**config.mk**
```make
export PLATFORM = sky130hd
export DESIGN_NAME = sps_state
export DESIGN_NICKNAME = d
export VERILOG_FILES = /design/src/rtl/sps_pkg.sv /design/src/rtl/sps_state.sv /design/src/rtl/sps_nibble_ram.sv
export VERILOG_INCLUDE_DIRS = /design/src /design/src/rtl
export SDC_FILE = /design/constraint.sdc
export NUM_CORES = 2
export LEC_CHECK = 0
export ABC_AREA = 1
export BUFFER_PORTS_ARGS = -buffer_cell sky130_fd_sc_hd__buf_4
export CORE_UTILIZATION = 45
export DETAILED_ROUTE_END_ITERATION = 7
export PLACE_DENSITY = 0.61
export SLEW_MARGIN = 20
export SYNTH_ARGS = -nofsm -noshare
export SYNTH_HDL_FRONTEND = slang
export SYNTH_SLANG_ARGS = --single-unit
```
**constraint.sdc**
```tcl
create_clock -name i_clk_sys -period 5.6 [get_ports i_clk_sys]
set_clock_uncertainty 0.15 [all_clocks]
set_input_delay 1.12 -clock i_clk_sys [delete_from_list [all_inputs] [get_ports i_clk_sys]]
set_output_delay 1.12 -clock i_clk_sys [all_outputs]
set_load 0.03 [all_outputs]
```
**src/rtl/sps_params.svh**
```systemverilog
// constants for the sensor processor state block
`ifndef SPS_PARAMS_SVH
`define SPS_PARAMS_SVH
`define SPS_RAM_BITS 960
`define SPS_RAM_BANKS 15
`define SPS_BANK_DEPTH 16
`define SPS_PLAIN_BANKS 14
`define SPS_DIRECT_BANK 4'hE
`define SPS_STORE_COUNT 12
`define SPS_DIRECT_STORES 6
`define SPS_FLAG_COUNT 16
`define SPS_LATCH_COUNT 14
`define SPS_DL_ECLK 0
`define SPS_DL_EPWR 7
`define SPS_DL_PDIR 8
`define SPS_DL_BATT 9
`define SPS_DL_SELLO 10
`define SPS_DL_SELHI 11
`define SPS_DL_RATE 12
`define SPS_DL_ISRC 13
`define SPS_G1_SEG_LO 1
`define SPS_G1_SEG_HI 7
`define SPS_G1_LONG_TMR 10
`define SPS_G1_SHORT_TMR 11
`define SPS_G1_PORT_LO 12
`define SPS_SIGN_NEG 1'h1
`define SPS_READOUT_FIRST 4'h1
`define SPS_READOUT_LAST 4'h5
`define SPS_SLOT_CYCLES 16'h0100
`endif

```
**src/rtl/sps_pkg.sv**
```systemverilog
// types shared by the sensor processor state block
package sps_pkg;
    typedef logic [35:0] sps_word_type;
    typedef enum logic [2:0] {
        SPS_OP_NONE, SPS_OP_MUL, SPS_OP_HEXDEC, SPS_OP_DIV, SPS_OP_STORE
    } sps_op_type;
    typedef enum logic [1:0] {
        SPS_AIN_ONE, SPS_AIN_TWO, SPS_AIN_THREE, SPS_AIN_FOUR
    } sps_ain_type;
endpackage

```
**src/rtl/sps_state.sv**
```systemverilog
// sensor processor working registers, flags and digit latches
// ---------------------------------------------------------------
// Functional notes
// [RULE1] 960-bit ram, 15 banks of 16 nibbles
// [RULE2] banks 0-13 plain, bank 14 direct access
// [RULE3] accumulator eight digits, sign, two flags
// [RULE4] sign bit one means negative
// [RULE5] accumulator takes results, operands, display data
// [RULE6] second operand same layout, constants, counters
// [RULE7] twelve storage registers, accumulator format
// [RULE8] store zero cleared; division leaves remainder
// [RULE9] stores six-eleven need expansion qualifier
// [RULE10] two flag groups, selection persists
// [RULE11] active flags set, cleared, tested
// [RULE12] group one flags carry fixed hardware meanings
// [RULE13] general outputs follow latches one-six
// [RULE14] outputs zero, seven only for eeprom
// [RULE15] fourteen latches, software owns all but 0,7
// [RULE16] direction latch: 0 input, 1 output
// [RULE17] battery latch overrides analog input select; o_ain_sel here ignores it, follows latches 10-11 only
// [RULE18] rate latch picks 1-Hz or 16-Hz timer
// [RULE19] port falling edge starts timed readout
// [RULE20] slave may send alarm while bus active
// [RULE21] current source follows its latch
// [RULE22] general outputs low after initialization
// [RULE23] nibble write single cycle, bank and entry
// ---------------------------------------------------------------
`include "sps_params.svh"
module sps_state #(
    parameter int STORES = `SPS_STORE_COUNT,
    parameter int FLAGS = `SPS_FLAG_COUNT,
    parameter logic [15:0] SLOT_CYCLES = `SPS_SLOT_CYCLES
) (
    // clock and reset
    input wire logic i_clk_sys,
    input wire logic i_rst_n,
    // register write port from the interpreter
    input wire logic i_acc_wr,
    input wire sps_pkg::sps_word_type i_acc_data,
    input wire logic [1:0] i_acc_flags,
    input wire logic i_opb_wr,
    input wire sps_pkg::sps_word_type i_opb_data,
    input wire sps_pkg::sps_op_type i_op,
    input wire logic [3:0] i_sto_idx,
    input wire logic i_expand,
    input wire sps_pkg::sps_word_type i_sto_data,
    // flag access
    input wire logic i_pick_flag_group_one,
    input wire logic i_pick_flag_group_two,
    input wire logic i_flag_set,
    input wire logic i_flag_clr,
    input wire logic [3:0] i_flag_idx,
    input wire logic i_long_timer,
    input wire logic i_short_timer,
    input wire logic [6:0] i_seg_h,
    // digit latches
    input wire logic i_dl_set,
    input wire logic i_dl_clr,
    input wire logic [3:0] i_dl_idx,
    input wire logic i_eeprom_clock_latch,
    input wire logic i_eeprom_power_latch,
    // ram nibble port
    input wire logic i_ram_wr,
    input wire logic [3:0] i_ram_bank,
    input wire logic [3:0] i_ram_entry,
    input wire logic [3:0] i_ram_wdata,
    // timers, port and bus
    input wire logic i_timer_1hz,
    input wire logic i_timer_16hz,
    input wire logic [3:0] i_port_in,
    input wire logic [3:0] i_port_latch,
    input wire logic [7:0] i_bus_addr,
    input wire logic i_bus_active,
    input wire logic i_alarm_req,
    // readable state
    output sps_pkg::sps_word_type o_working_accumulator,
    output logic [1:0] o_acc_flags,
    output logic o_acc_negative,
    output sps_pkg::sps_word_type o_second_operand,
    output sps_pkg::sps_word_type o_sto_rdata,
    output logic o_sto_refused,
    output logic [15:0] o_active_flags,
    output logic o_flag_test,
    output logic o_group_two_active,
    output logic [3:0] o_ram_rdata,
    output logic o_ram_direct,
    // pins
    output logic o_eeprom_clock_out,
    output logic o_eeprom_supply_switch,
    output logic [5:0] o_general_outputs,
    output logic [3:0] o_port_out,
    output logic [3:0] o_port_oe,
    output logic [3:0] o_port_sampled,
    output sps_pkg::sps_ain_type o_ain_sel,
    output logic o_battery_check_sel,
    output logic o_timer_tick,
    output logic o_current_source_on,
    // remote readout
    output logic o_readout_busy,
    output logic [3:0] o_readout_store,
    output logic o_alarm_send
);
    import sps_pkg::*;
    initial begin
        if (STORES != `SPS_STORE_COUNT || FLAGS != `SPS_FLAG_COUNT)
            $error("store or flag count unsupported");
    end

    // ---------------------------------------------------------------
    // working registers
    // ---------------------------------------------------------------
    sps_word_type stores [STORES];
    logic [15:0] group_one;
    logic [15:0] group_two;
    logic [13:0] latches;
    logic port_prev;
    typedef enum {RD_IDLE, RD_WAIT, RD_SEND} sps_rd_type;
    sps_rd_type rd_state;
    logic [23:0] slot_cnt;

    // expanded stores need the qualifier, low six do not
    wire sto_ok = i_sto_idx < 4'(`SPS_DIRECT_STORES) ? !i_expand :
        (i_expand && 32'(i_sto_idx) < STORES); // see [RULE9]
    wire sto_wr = (i_op == SPS_OP_STORE) && sto_ok;
    wire [3:0] sto_sel = sto_ok ? i_sto_idx : 4'h0;

    always_ff @(posedge i_clk_sys) begin
        if (!i_rst_n) begin
            o_working_accumulator <= '0;
            o_acc_flags <= 2'h0;
            o_second_operand <= '0;
        end else begin
            if (i_acc_wr) begin
                o_working_accumulator <= i_acc_data; // see [RULE3] see [RULE5]
                o_acc_flags <= i_acc_flags; // see [RULE3]
            end
            if (i_opb_wr)
                o_second_operand <= i_opb_data; // see [RULE6]
        end
    end
    // sign nibble lsb is the sign bit
    assign o_acc_negative = o_working_accumulator[32] == `SPS_SIGN_NEG; // see [RULE4]

    always_ff @(posedge i_clk_sys) begin
        if (!i_rst_n) begin
            for (int k = 0; k < STORES; k++) stores[k] <= '0;
        end else if (i_op == SPS_OP_MUL || i_op == SPS_OP_HEXDEC) begin
            stores[0] <= '0; // see [RULE8]
        end else if (i_op == SPS_OP_DIV) begin
            stores[0] <= i_sto_data; // see [RULE8]
        end else if (sto_wr) begin
            stores[sto_sel] <= i_sto_data; // see [RULE7]
        end
    end
    always_ff @(posedge i_clk_sys) begin
        if (!i_rst_n) begin
            o_sto_rdata <= '0;
            o_sto_refused <= 1'b0;
        end else begin
            o_sto_rdata <= sto_ok ? stores[sto_sel] : '0;
            o_sto_refused <= !sto_ok; // see [RULE9]
        end
    end

    // ---------------------------------------------------------------
    // flag groups
    // ---------------------------------------------------------------
    wire [15:0] flag_bit = 16'h0001 << i_flag_idx;
    wire [15:0] hw_mask = 16'hFCFE;
    wire [15:0] hw_vals = {i_port_in, i_short_timer, i_long_timer, 2'h0,
        i_seg_h, 1'b0};
    wire [15:0] sw_one = o_group_two_active ? group_one :
        ((group_one | (i_flag_set ? flag_bit : 16'h0000)) &
        ~(i_flag_clr ? flag_bit : 16'h0000));
    wire [15:0] next_group_one = (sw_one & ~hw_mask) | (hw_vals & hw_mask);
    wire [15:0] next_group_two = !o_group_two_active ? group_two :
        ((group_two | (i_flag_set ? flag_bit : 16'h0000)) &
        ~(i_flag_clr ? flag_bit : 16'h0000));
    always_ff @(posedge i_clk_sys) begin
        if (!i_rst_n) begin
            group_one <= 16'h0000;
            group_two <= 16'h0000;
            o_group_two_active <= 1'b0;
        end else begin
            group_one <= next_group_one; // see [RULE11] see [RULE12]
            group_two <= next_group_two; // see [RULE11]
            if (i_pick_flag_group_two) o_group_two_active <= 1'b1; // see [RULE10]
            else if (i_pick_flag_group_one) o_group_two_active <= 1'b0;
        end
    end
    wire [15:0] shown_flags = o_group_two_active ? group_two : group_one;
    always_ff @(posedge i_clk_sys) begin
        if (!i_rst_n) begin
            o_active_flags <= 16'h0000;
            o_flag_test <= 1'b0;
        end else begin
            o_active_flags <= shown_flags;
            o_flag_test <= shown_flags[i_flag_idx]; // see [RULE11]
        end
    end

    // ---------------------------------------------------------------
    // digit latches and pins
    // ---------------------------------------------------------------
    wire dl_user = i_dl_idx < 4'(`SPS_LATCH_COUNT) &&
        i_dl_idx != 4'(`SPS_DL_ECLK) && i_dl_idx != 4'(`SPS_DL_EPWR);
    wire [13:0] dl_bit = 14'h0001 << i_dl_idx;
    wire [13:0] next_latches_sw = !dl_user ? latches :
        (i_dl_set ? (latches | dl_bit) :
        (i_dl_clr ? (latches & ~dl_bit) : latches));
    wire [13:0] next_latches = {next_latches_sw[13:8], i_eeprom_power_latch,
        next_latches_sw[6:1], i_eeprom_clock_latch};
    always_ff @(posedge i_clk_sys) begin
        if (!i_rst_n) latches <= 14'h0000; // see [RULE22]
        else latches <= next_latches; // see [RULE15] see [RULE14]
    end
    wire [1:0] sel_pair = {latches[`SPS_DL_SELHI], latches[`SPS_DL_SELLO]};
    wire port_drive = latches[`SPS_DL_PDIR];
    wire tick = latches[`SPS_DL_RATE] ? i_timer_16hz : i_timer_1hz;
    always_ff @(posedge i_clk_sys) begin
        if (!i_rst_n) begin
            o_eeprom_clock_out <= 1'b0;
            o_eeprom_supply_switch <= 1'b0;
            o_general_outputs <= 6'h00;
            o_port_out <= 4'h0;
            o_port_oe <= 4'h0;
            o_port_sampled <= 4'h0;
            o_ain_sel <= SPS_AIN_ONE;
            o_battery_check_sel <= 1'b0;
            o_timer_tick <= 1'b0;
            o_current_source_on <= 1'b0;
        end else begin
            o_eeprom_clock_out <= latches[`SPS_DL_ECLK]; // see [RULE14]
            o_eeprom_supply_switch <= latches[`SPS_DL_EPWR]; // see [RULE14]
            o_general_outputs <= latches[6:1]; // see [RULE13]
            o_port_out <= i_port_latch;
            o_port_oe <= {4{port_drive}}; // see [RULE16]
            o_port_sampled <= port_drive ? 4'h0 : i_port_in;
            // low latch alone picks input two, high alone input three
            o_ain_sel <= sps_ain_type'(sel_pair); // see [RULE17]
            o_battery_check_sel <= latches[`SPS_DL_BATT]; // see [RULE17]
            o_timer_tick <= tick; // see [RULE18]
            o_current_source_on <= latches[`SPS_DL_ISRC]; // see [RULE21]
        end
    end

    // ---------------------------------------------------------------
    // remote readout slot
    // ---------------------------------------------------------------
    // slot start scales with address; cost is a wide counter
    wire port_fall = port_prev && !i_port_in[0] && !port_drive;
    wire [23:0] slot_start = 24'(i_bus_addr) * 24'(SLOT_CYCLES);
    always_ff @(posedge i_clk_sys) begin
        if (!i_rst_n) begin
            port_prev <= 1'b1;
            rd_state <= RD_IDLE;
            slot_cnt <= 24'h000000;
            o_readout_busy <= 1'b0;
            o_readout_store <= 4'h0;
            o_alarm_send <= 1'b0;
        end else begin
            port_prev <= i_port_in[0];
            o_alarm_send <= i_bus_active && i_alarm_req && rd_state == RD_IDLE; // see [RULE20]
            case (rd_state)
                RD_IDLE: begin
                    if (port_fall) begin // see [RULE19]
                        rd_state <= RD_WAIT;
                        slot_cnt <= 24'h000000;
                    end
                end
                RD_WAIT: begin
                    slot_cnt <= slot_cnt + 24'h000001;
                    if (slot_cnt == slot_start) begin
                        rd_state <= RD_SEND;
                        o_readout_busy <= 1'b1;
                        o_readout_store <= `SPS_READOUT_FIRST;
                    end
                end
                RD_SEND: begin
                    if (o_readout_store == `SPS_READOUT_LAST) begin
                        rd_state <= RD_IDLE;
                        o_readout_busy <= 1'b0;
                        o_readout_store <= 4'h0;
                    end else begin
                        o_readout_store <= o_readout_store + 4'h1; // see [RULE19]
                    end
                end
                default: rd_state <= RD_IDLE;
            endcase
        end
    end

    sps_nibble_ram u_ram (
        .i_clk_sys(i_clk_sys),
        .i_rst_n(i_rst_n),
        .i_wr(i_ram_wr),
        .i_wr_bank(i_ram_bank),
        .i_wr_entry(i_ram_entry),
        .i_wr_data(i_ram_wdata),
        .i_rd_bank(i_ram_bank),
        .i_rd_entry(i_ram_entry),
        .o_rd_data(o_ram_rdata),
        .o_rd_direct(o_ram_direct)
    );

    // ---------------------------------------------------------------
    // checks
    // ---------------------------------------------------------------
    store_zero_clr_a: assert property (@(posedge i_clk_sys) disable iff (!i_rst_n) // see [RULE8]
        (i_op == SPS_OP_MUL) |=> stores[0] == '0)
        else $error("store zero not cleared");
    expand_gate_a: assert property (@(posedge i_clk_sys) disable iff (!i_rst_n) // see [RULE9]
        (i_sto_idx >= 4'h6 && i_sto_idx < 4'hC && !i_expand) |=> o_sto_refused)
        else $error("expanded store reached without qualifier");
    group_hold_a: assert property (@(posedge i_clk_sys) disable iff (!i_rst_n) // see [RULE10]
        (!i_pick_flag_group_one && !i_pick_flag_group_two) |=>
        o_group_two_active == $past(o_group_two_active))
        else $error("flag group changed unasked");
    flag_set_a: assert property (@(posedge i_clk_sys) disable iff (!i_rst_n) // see [RULE11]
        (o_group_two_active && i_flag_set && !i_pick_flag_group_one) |=>
        group_two[$past(i_flag_idx)])
        else $error("flag not set");
    eeprom_latch_a: assert property (@(posedge i_clk_sys) disable iff (!i_rst_n) // see [RULE15]
        (i_dl_set && i_dl_idx == 4'h0 && !i_eeprom_clock_latch) |=> !latches[0])
        else $error("eeprom latch reached by software");
    general_out_a: assert property (@(posedge i_clk_sys) disable iff (!i_rst_n) // see [RULE13]
        (i_dl_set && i_dl_idx == 4'h3) |=> ##1 o_general_outputs[2])
        else $error("general output not set");
    port_dir_a: assert property (@(posedge i_clk_sys) disable iff (!i_rst_n) // see [RULE16]
        (i_dl_clr && i_dl_idx == 4'h8) |=> ##1 o_port_oe == 4'h0)
        else $error("port not released to input");
    source_follow_a: assert property (@(posedge i_clk_sys) disable iff (!i_rst_n) // see [RULE21]
        (i_dl_set && i_dl_idx == 4'hD) |=> ##1 o_current_source_on)
        else $error("current source not on");
    readout_five_a: assert property (@(posedge i_clk_sys) disable iff (!i_rst_n) // see [RULE19]
        (rd_state == RD_WAIT && slot_cnt == slot_start) |=>
        o_readout_busy [*5] ##1 !o_readout_busy)
        else $error("readout not five stores");
endmodule

```
**src/rtl/sps_nibble_ram.sv**
```systemverilog
// nibble ram, bank and entry addressed
`include "sps_params.svh"
module sps_nibble_ram #(
    parameter int BANKS = `SPS_RAM_BANKS,
    parameter int DEPTH = `SPS_BANK_DEPTH
) (
    // clock and reset
    input wire logic i_clk_sys,
    input wire logic i_rst_n,
    // write port
    input wire logic i_wr,
    input wire logic [3:0] i_wr_bank,
    input wire logic [3:0] i_wr_entry,
    input wire logic [3:0] i_wr_data,
    // read port
    input wire logic [3:0] i_rd_bank,
    input wire logic [3:0] i_rd_entry,
    output logic [3:0] o_rd_data,
    output logic o_rd_direct
);
    import sps_pkg::*;
    initial begin
        if (BANKS * DEPTH * 4 != `SPS_RAM_BITS || BANKS > 16 || DEPTH != 16)
            $error("ram geometry unsupported");
    end
    logic [3:0] mem [BANKS*DEPTH];
    wire wr_ok = i_wr && (32'(i_wr_bank) < BANKS);
    wire rd_ok = 32'(i_rd_bank) < BANKS;
    wire [7:0] wr_idx = {i_wr_bank, i_wr_entry};
    wire [7:0] rd_idx = {i_rd_bank, i_rd_entry};
    // ram holds no reset, like the real array
    always_ff @(posedge i_clk_sys) begin
        if (wr_ok) mem[wr_idx] <= i_wr_data; // see [RULE1] see [RULE23]
    end
    always_ff @(posedge i_clk_sys) begin
        if (!i_rst_n) begin
            o_rd_data <= 4'h0;
            o_rd_direct <= 1'b0;
        end else begin
            o_rd_data <= rd_ok ? mem[rd_idx] : 4'h0;
            o_rd_direct <= i_rd_bank == `SPS_DIRECT_BANK; // see [RULE2]
        end
    end
    ram_write_a: assert property ( // see [RULE23]
        @(posedge i_clk_sys) disable iff (!i_rst_n)
        (wr_ok ##1 (i_rd_bank == $past(i_wr_bank) &&
        i_rd_entry == $past(i_wr_entry) && !i_wr)) |=>
        o_rd_data == $past(i_wr_data, 2))
        else $error("ram readback mismatch");
endmodule

```
* Yosys cells after proc, flatten, opt, wreduce, memory -nomap -nowiden *
Memory sizes are Yosys's and may differ from the RTL's. A register that Yosys moved wholly into a read port is not among the register bits.
Cells that the tools add are included.

operators by class
  reduce and logical (&&, ||, !) cells = 32
  shifts and indexed selects = 2
  equal/unequal tests = 13
  bitwise logic cells = 12
  $add $sub $neg = 2
  multiplexer cells = 45
  magnitude comparators = 5

operators with widths
  operator                                                                number
  36-bit 2-to-1 mux                                                       3
  32-bit 2-to-1 mux                                                       3
  32-bit case mux with 3 select lines                                     1
  32-bit zero test                                                        2
  16-bit 2-to-1 mux                                                       3
  24-bit case mux with 2 select lines                                     1
  36-bit OR reduction                                                     1
  32-bit by 1-bit equality test with 1-bit output, second input constant  1
  32-bit by 2-bit equality test with 1-bit output, second input constant  1
  14-bit 2-to-1 mux                                                       2
  24-bit by 1-bit adder with 24-bit output, second input constant         1
  24-bit by 16-bit equality test with 1-bit output                        1
  24-bit 2-to-1 mux                                                       1
  1-bit 2-to-1 mux                                                        23
  16-bit AND                                                              1
  4-bit 2-to-1 mux                                                        4
  16-bit NOT                                                              1
  10-bit by 16-bit bitwise OR with 16-bit output                          1
  16-bit bitwise OR                                                       1
  1-bit by 4-bit left shift with 16-bit output, first input constant      1
  14-bit AND                                                              1
  14-bit NOT                                                              1
  14-bit bitwise OR                                                       1
  1-bit by 4-bit left shift with 14-bit output, first input constant      1
  other kinds (27)                                                        54

word-level totals
  logic and storage cells = 141
  memories = 2
  register bits = 225
  bits in writable memories = 1,392
  output and inout port bits = 166
  input port bits = 180

memories
  memory     words  bits a word  rd ports  clocked after Yosys merged registers in  wr ports  RTL line              text
  u_ram.mem  240    4            1         1                                        1         sps_nibble_ram.sv:26  logic [3:0] mem [BANKS*DEPTH];
  stores     12     36           1         1                                        12        sps_state.sv:112      sps_word_type stores [STORES];

* Longest topological paths before layout *
  word-level depth = 11
  gate-level depth with buffers = 18
  depth with buffers taken out = 15

* Modules after synthesis *
A second synthesis with hierarchy kept.

second synthesis, totals
  cell total of the unflattened synthesis = 7,207
  area total of the unflattened synthesis = 70,784.1 µm²

modules (own cells, without submodules)
  module          times used  area an instance (µm²)  cells each
  sps_nibble_ram  1           40,487.6                3,657
  sps_state       1           30,296.6                3,550

* Least setup slack after synthesis *
OpenSTA, ideal clock, no wires.

  path type = in2reg
  from = in i_sto_idx[2]
  to = mem stores[10][0] in the netlist's numbering (enable)
  arrival time = 3,255 ps
  setup slack = 1,802 ps
  stages = 13
  required time = 5,056 ps
  path through = buf_2 > a21oi_2 > inv_1 > nand2_1 > nand2_4 > inv_2 > nand3_2 > inv_2 > nand2_1 > nor2_2 > nand2_1 > clkbuf_1 > nand2_1

RTL lines
  what             RTL line          text
  start, declared  sps_state.sv:44   input wire logic [3:0] i_sto_idx,
  end, declared    sps_state.sv:112

==> flow_summary.json <==
{
  "outcome": "finished, final reports clean",
  "critPathKind": "in2reg",
  "syn_to_final_growth_pct": 14.4,
  "grt_pass1_wl_um": 285000,
  "htreeDepth": 4,
  "drt_iter0_markers": 4363,
  "fp.dieH_um": 392,
  "start_util_pct": 45.5,
  "ys_seq_area_share_pct": 67.8,
  "finalCriticalPeriod_ns": 3.57,
  "pwr-share-comb_pct": 8.5,
  "crit_path_start_kind": "primary input",
  "syn_area_mm2": 0.0686,
  "cts.repair.resized": 0,
  "first_pass_iters": 5,
  "finalSetupTns_ns": 0,
  "place_hpwl_um": 111000,
  "finalMaxSlewViolations": 0,
  "grt_setup_unrepaired": "no",
  "switching_share_pct": 24.1,
  "peakVddDrop_mv": 0.314,
  "postSynthCellCount": 6919,
  "grt_max_degree": 185,
  "clock_path_buffers": 3,
  "clock_sinks": 1627,
  "required_ns": 5.89,
  "seq_power_share_pct": 50.1,
  "ys_ff_latch": 1627,
  "routed_wl_um": 190000,
  "dieArea_mm2": 0.154,
  "arrival_ns": 3.86,
  "die_x_um": 392,
  "hold_buffers": 0,
  "yosys_warnings": 0,
  "p_switching_w": 0.00652,
  "vias_per_cell": 5.29,
  "rows": 142,
  "power.leakage_nw": 30.5,
  "gr-total-overflow": 0,
  "pwr-share-clk_pct": 41.4,
  "clock.fmax_ghz": 0.280,
  "synth_ff_type": "edfxtp_1",
  "maxCapViolations": 0,
  "cts_made_buffers": 172,
  "hold_depth": 2,
  "fin_crit_sh_pct": 63.7,
  "first_global_vias": 47500,
  "worst_pin_slew_ns": 1.09,
  "r2r_cells": 10,
  "fillers": 13600,
  "ant_nets": 0,
  "synthArstFlopShare_pct": 0,
  "core-area_mm2": 0.151,
  "post_cts_buffers": 0,
  "fin_hold_ws_ns": 0.255,
  "critical_path.max_fanout": 35,
  "synthesis.nets": 7106,
  "dp.cells": 8961,
  "drc": 0,
  "p_int_w": 0.0205,
  "final_layout_size_suffix_gt1_share_pct": 11.4,
  "final_util_pct": 52.1,
  "vias": 49000,
  "hp-class": "reg2reg",
  "max_slew_margin_pct": 26.9,
  "diodes": 0,
  "avgSynthCellArea_um2": 9.92,
  "port_buffers": 345,
  "synth_enable_flop_cells": 1392,
  "wl_per_cell_um": 20.5,
  "clkSlewWorstSetupHoldPaths_ns": 0.06,
  "power_density_mw_per_mm2": 344,
  "cts-root-buf": "clkbuf_16",
  "clk_latency_ns": 0.81,
  "synth_cell_type_count": 38,
  "end_kind": "flop",
  "setup_viol": 0,
  "grtUsageTotal_pct": 24.4,
  "finalNetCount": 7306,
  "place_congestion": 0.853,
  "antenna_found_initial": 1,
  "fin_cells": 9275,
  "hold_viol": 0,
  "ios": 346,
  "tritoncts": "done"
}
## cell families (layout without fill, tap and decap cells)
group / Yosys count / in the layout / share of synthesized area [%]
AND/OR/NAND/NOR: 4116 / 4116 / 23.5
flip-flops: 1627 / 1627 / 67.8
buffers and inverters: 657 / 997 / 3.90
AO/OA/AOI/OAI: 493 / 493 / 4.39
multiplexers: 15 / 15 / 0.219
adder cells (fa/ha/maj): 7 / 7 / 0.128
XOR/XNOR: 4 / 4 / 0.0511
## area by class of cell
type                            count  area, um^2  share of cell area, %
Sequential cell                  1627       46500                   59.3
Timing Repair Buffer              451        3550                   4.52
Multi-Input combinational cell   4635       19500                   24.9
Tap cell                         2016        2520                   3.21
Clock inverter                     93         855                   1.09
Clock buffer                      221        4640                   5.92
Inverter                          232         887                   1.13
## cells in the mapped netlist, types with 39 or more instances
library cell / count / area (um^2)
a21oi_1: 107 / 536
buf_1: 39 / 146
buf_2: 145 / 726
clkbuf_1: 233 / 875
dfxtp_1: 235 / 4700
edfxtp_1: 1392 / 41800
inv_1: 221 / 830
nand2_1: 2584 / 9700
nand3_1: 243 / 1220
nor2_1: 1128 / 4230
o211ai_1: 185 / 1390
o21ai_0: 147 / 736
or2_2: 79 / 494
## placed cells by master, fill, tap and decap left out, types with 7 or more instances in the layout
master / count
mux2i_1: 15
clkinv_2: 27
inv_1: 219
nand4_1: 24
clkbuf_8: 13
o211ai_1: 185
clkbuf_16: 175
or2_2: 79
nand2_2: 24
clkbuf_1: 35
nor2_1: 1124
nor2_4: 7
o21ai_0: 147
buf_12: 10
nand2_1: 2564
bufinv_16: 12
inv_2: 7
buf_4: 435
dfxtp_1: 235
a211oi_1: 22
o21ai_1: 20
ha_1: 7
clkinv_1: 40
nor4_1: 9
nand3_1: 243
edfxtp_1: 1392
nor3_1: 29
a21oi_1: 107
## stage by stage
stage	setup WS (ns)	cell area, um^2	power, W
floorplan	1.80	68600	0.0151
global placement	1.30	73000	0.0161
detailed placement	1.28	73000	0.0161
CTS	2.13	78500	0.0272
global route	1.94	78500	0.0279
finish	2.03	78500	0.0270
## registers in the layout, indices dropped and copies added (netlist names), 16 cells and up, named ones only
| signal | count |
|---|---|
| group_two | 16 |
| slot_cnt | 24 |
| o_second_operand | 36 |
| u_ram.mem | 960 |
| o_active_flags | 16 |
| o_working_accumulator | 36 |
| o_sto_rdata | 36 |
| stores | 432 |
## power groups by stage
stage | Sequential, W | Combinational (W) | Clock (W)
floorplan | 0.0139 | 0.00119 | 0
global placement | 0.0138 | 0.00228 | 0
detailed placement | 0.0138 | 0.00229 | 0
CTS | 0.0135 | 0.00230 | 0.0113
global route | 0.0136 | 0.00251 | 0.0118
finish | 0.0135 | 0.00230 | 0.0112
## worst paths after layout
check	startpoint	to	slack (ns)
worst max register to register	rd_state[1]	slot_cnt[6]	2.61
worst max-delay path	i_sto_idx[2]	stores[11][34]	2.03
worst min-delay path	latches[4]	o_general_outputs[3]	0.25
worst min register to register	latches[4]	o_general_outputs[3]	0.25
## critical path: stages
cell,delay [ns]
buf_4,0.15
a21oi_2,0.14
inv_1,0.05
nand2_1,0.10
nand2_4,0.10
nor2_4,0.40
inv_2,0.48
nor2_2,0.35
nand2_2,0.09
nand2_2,0.35
buf_4,0.49
## layer usage
layer  GRT usage [%]  vias up  routed length [um]  share of wire, %
li1                -    23300                   -                 -
met1            32.4    23600               79300                42
met2            40.7     1837               91900                48
met3            3.53      365               13000               6.8
met4            9.01        2                6210               3.3
met5               0        -                  13            0.0068
No activity file was read; power rests on OpenSTA's default activity.
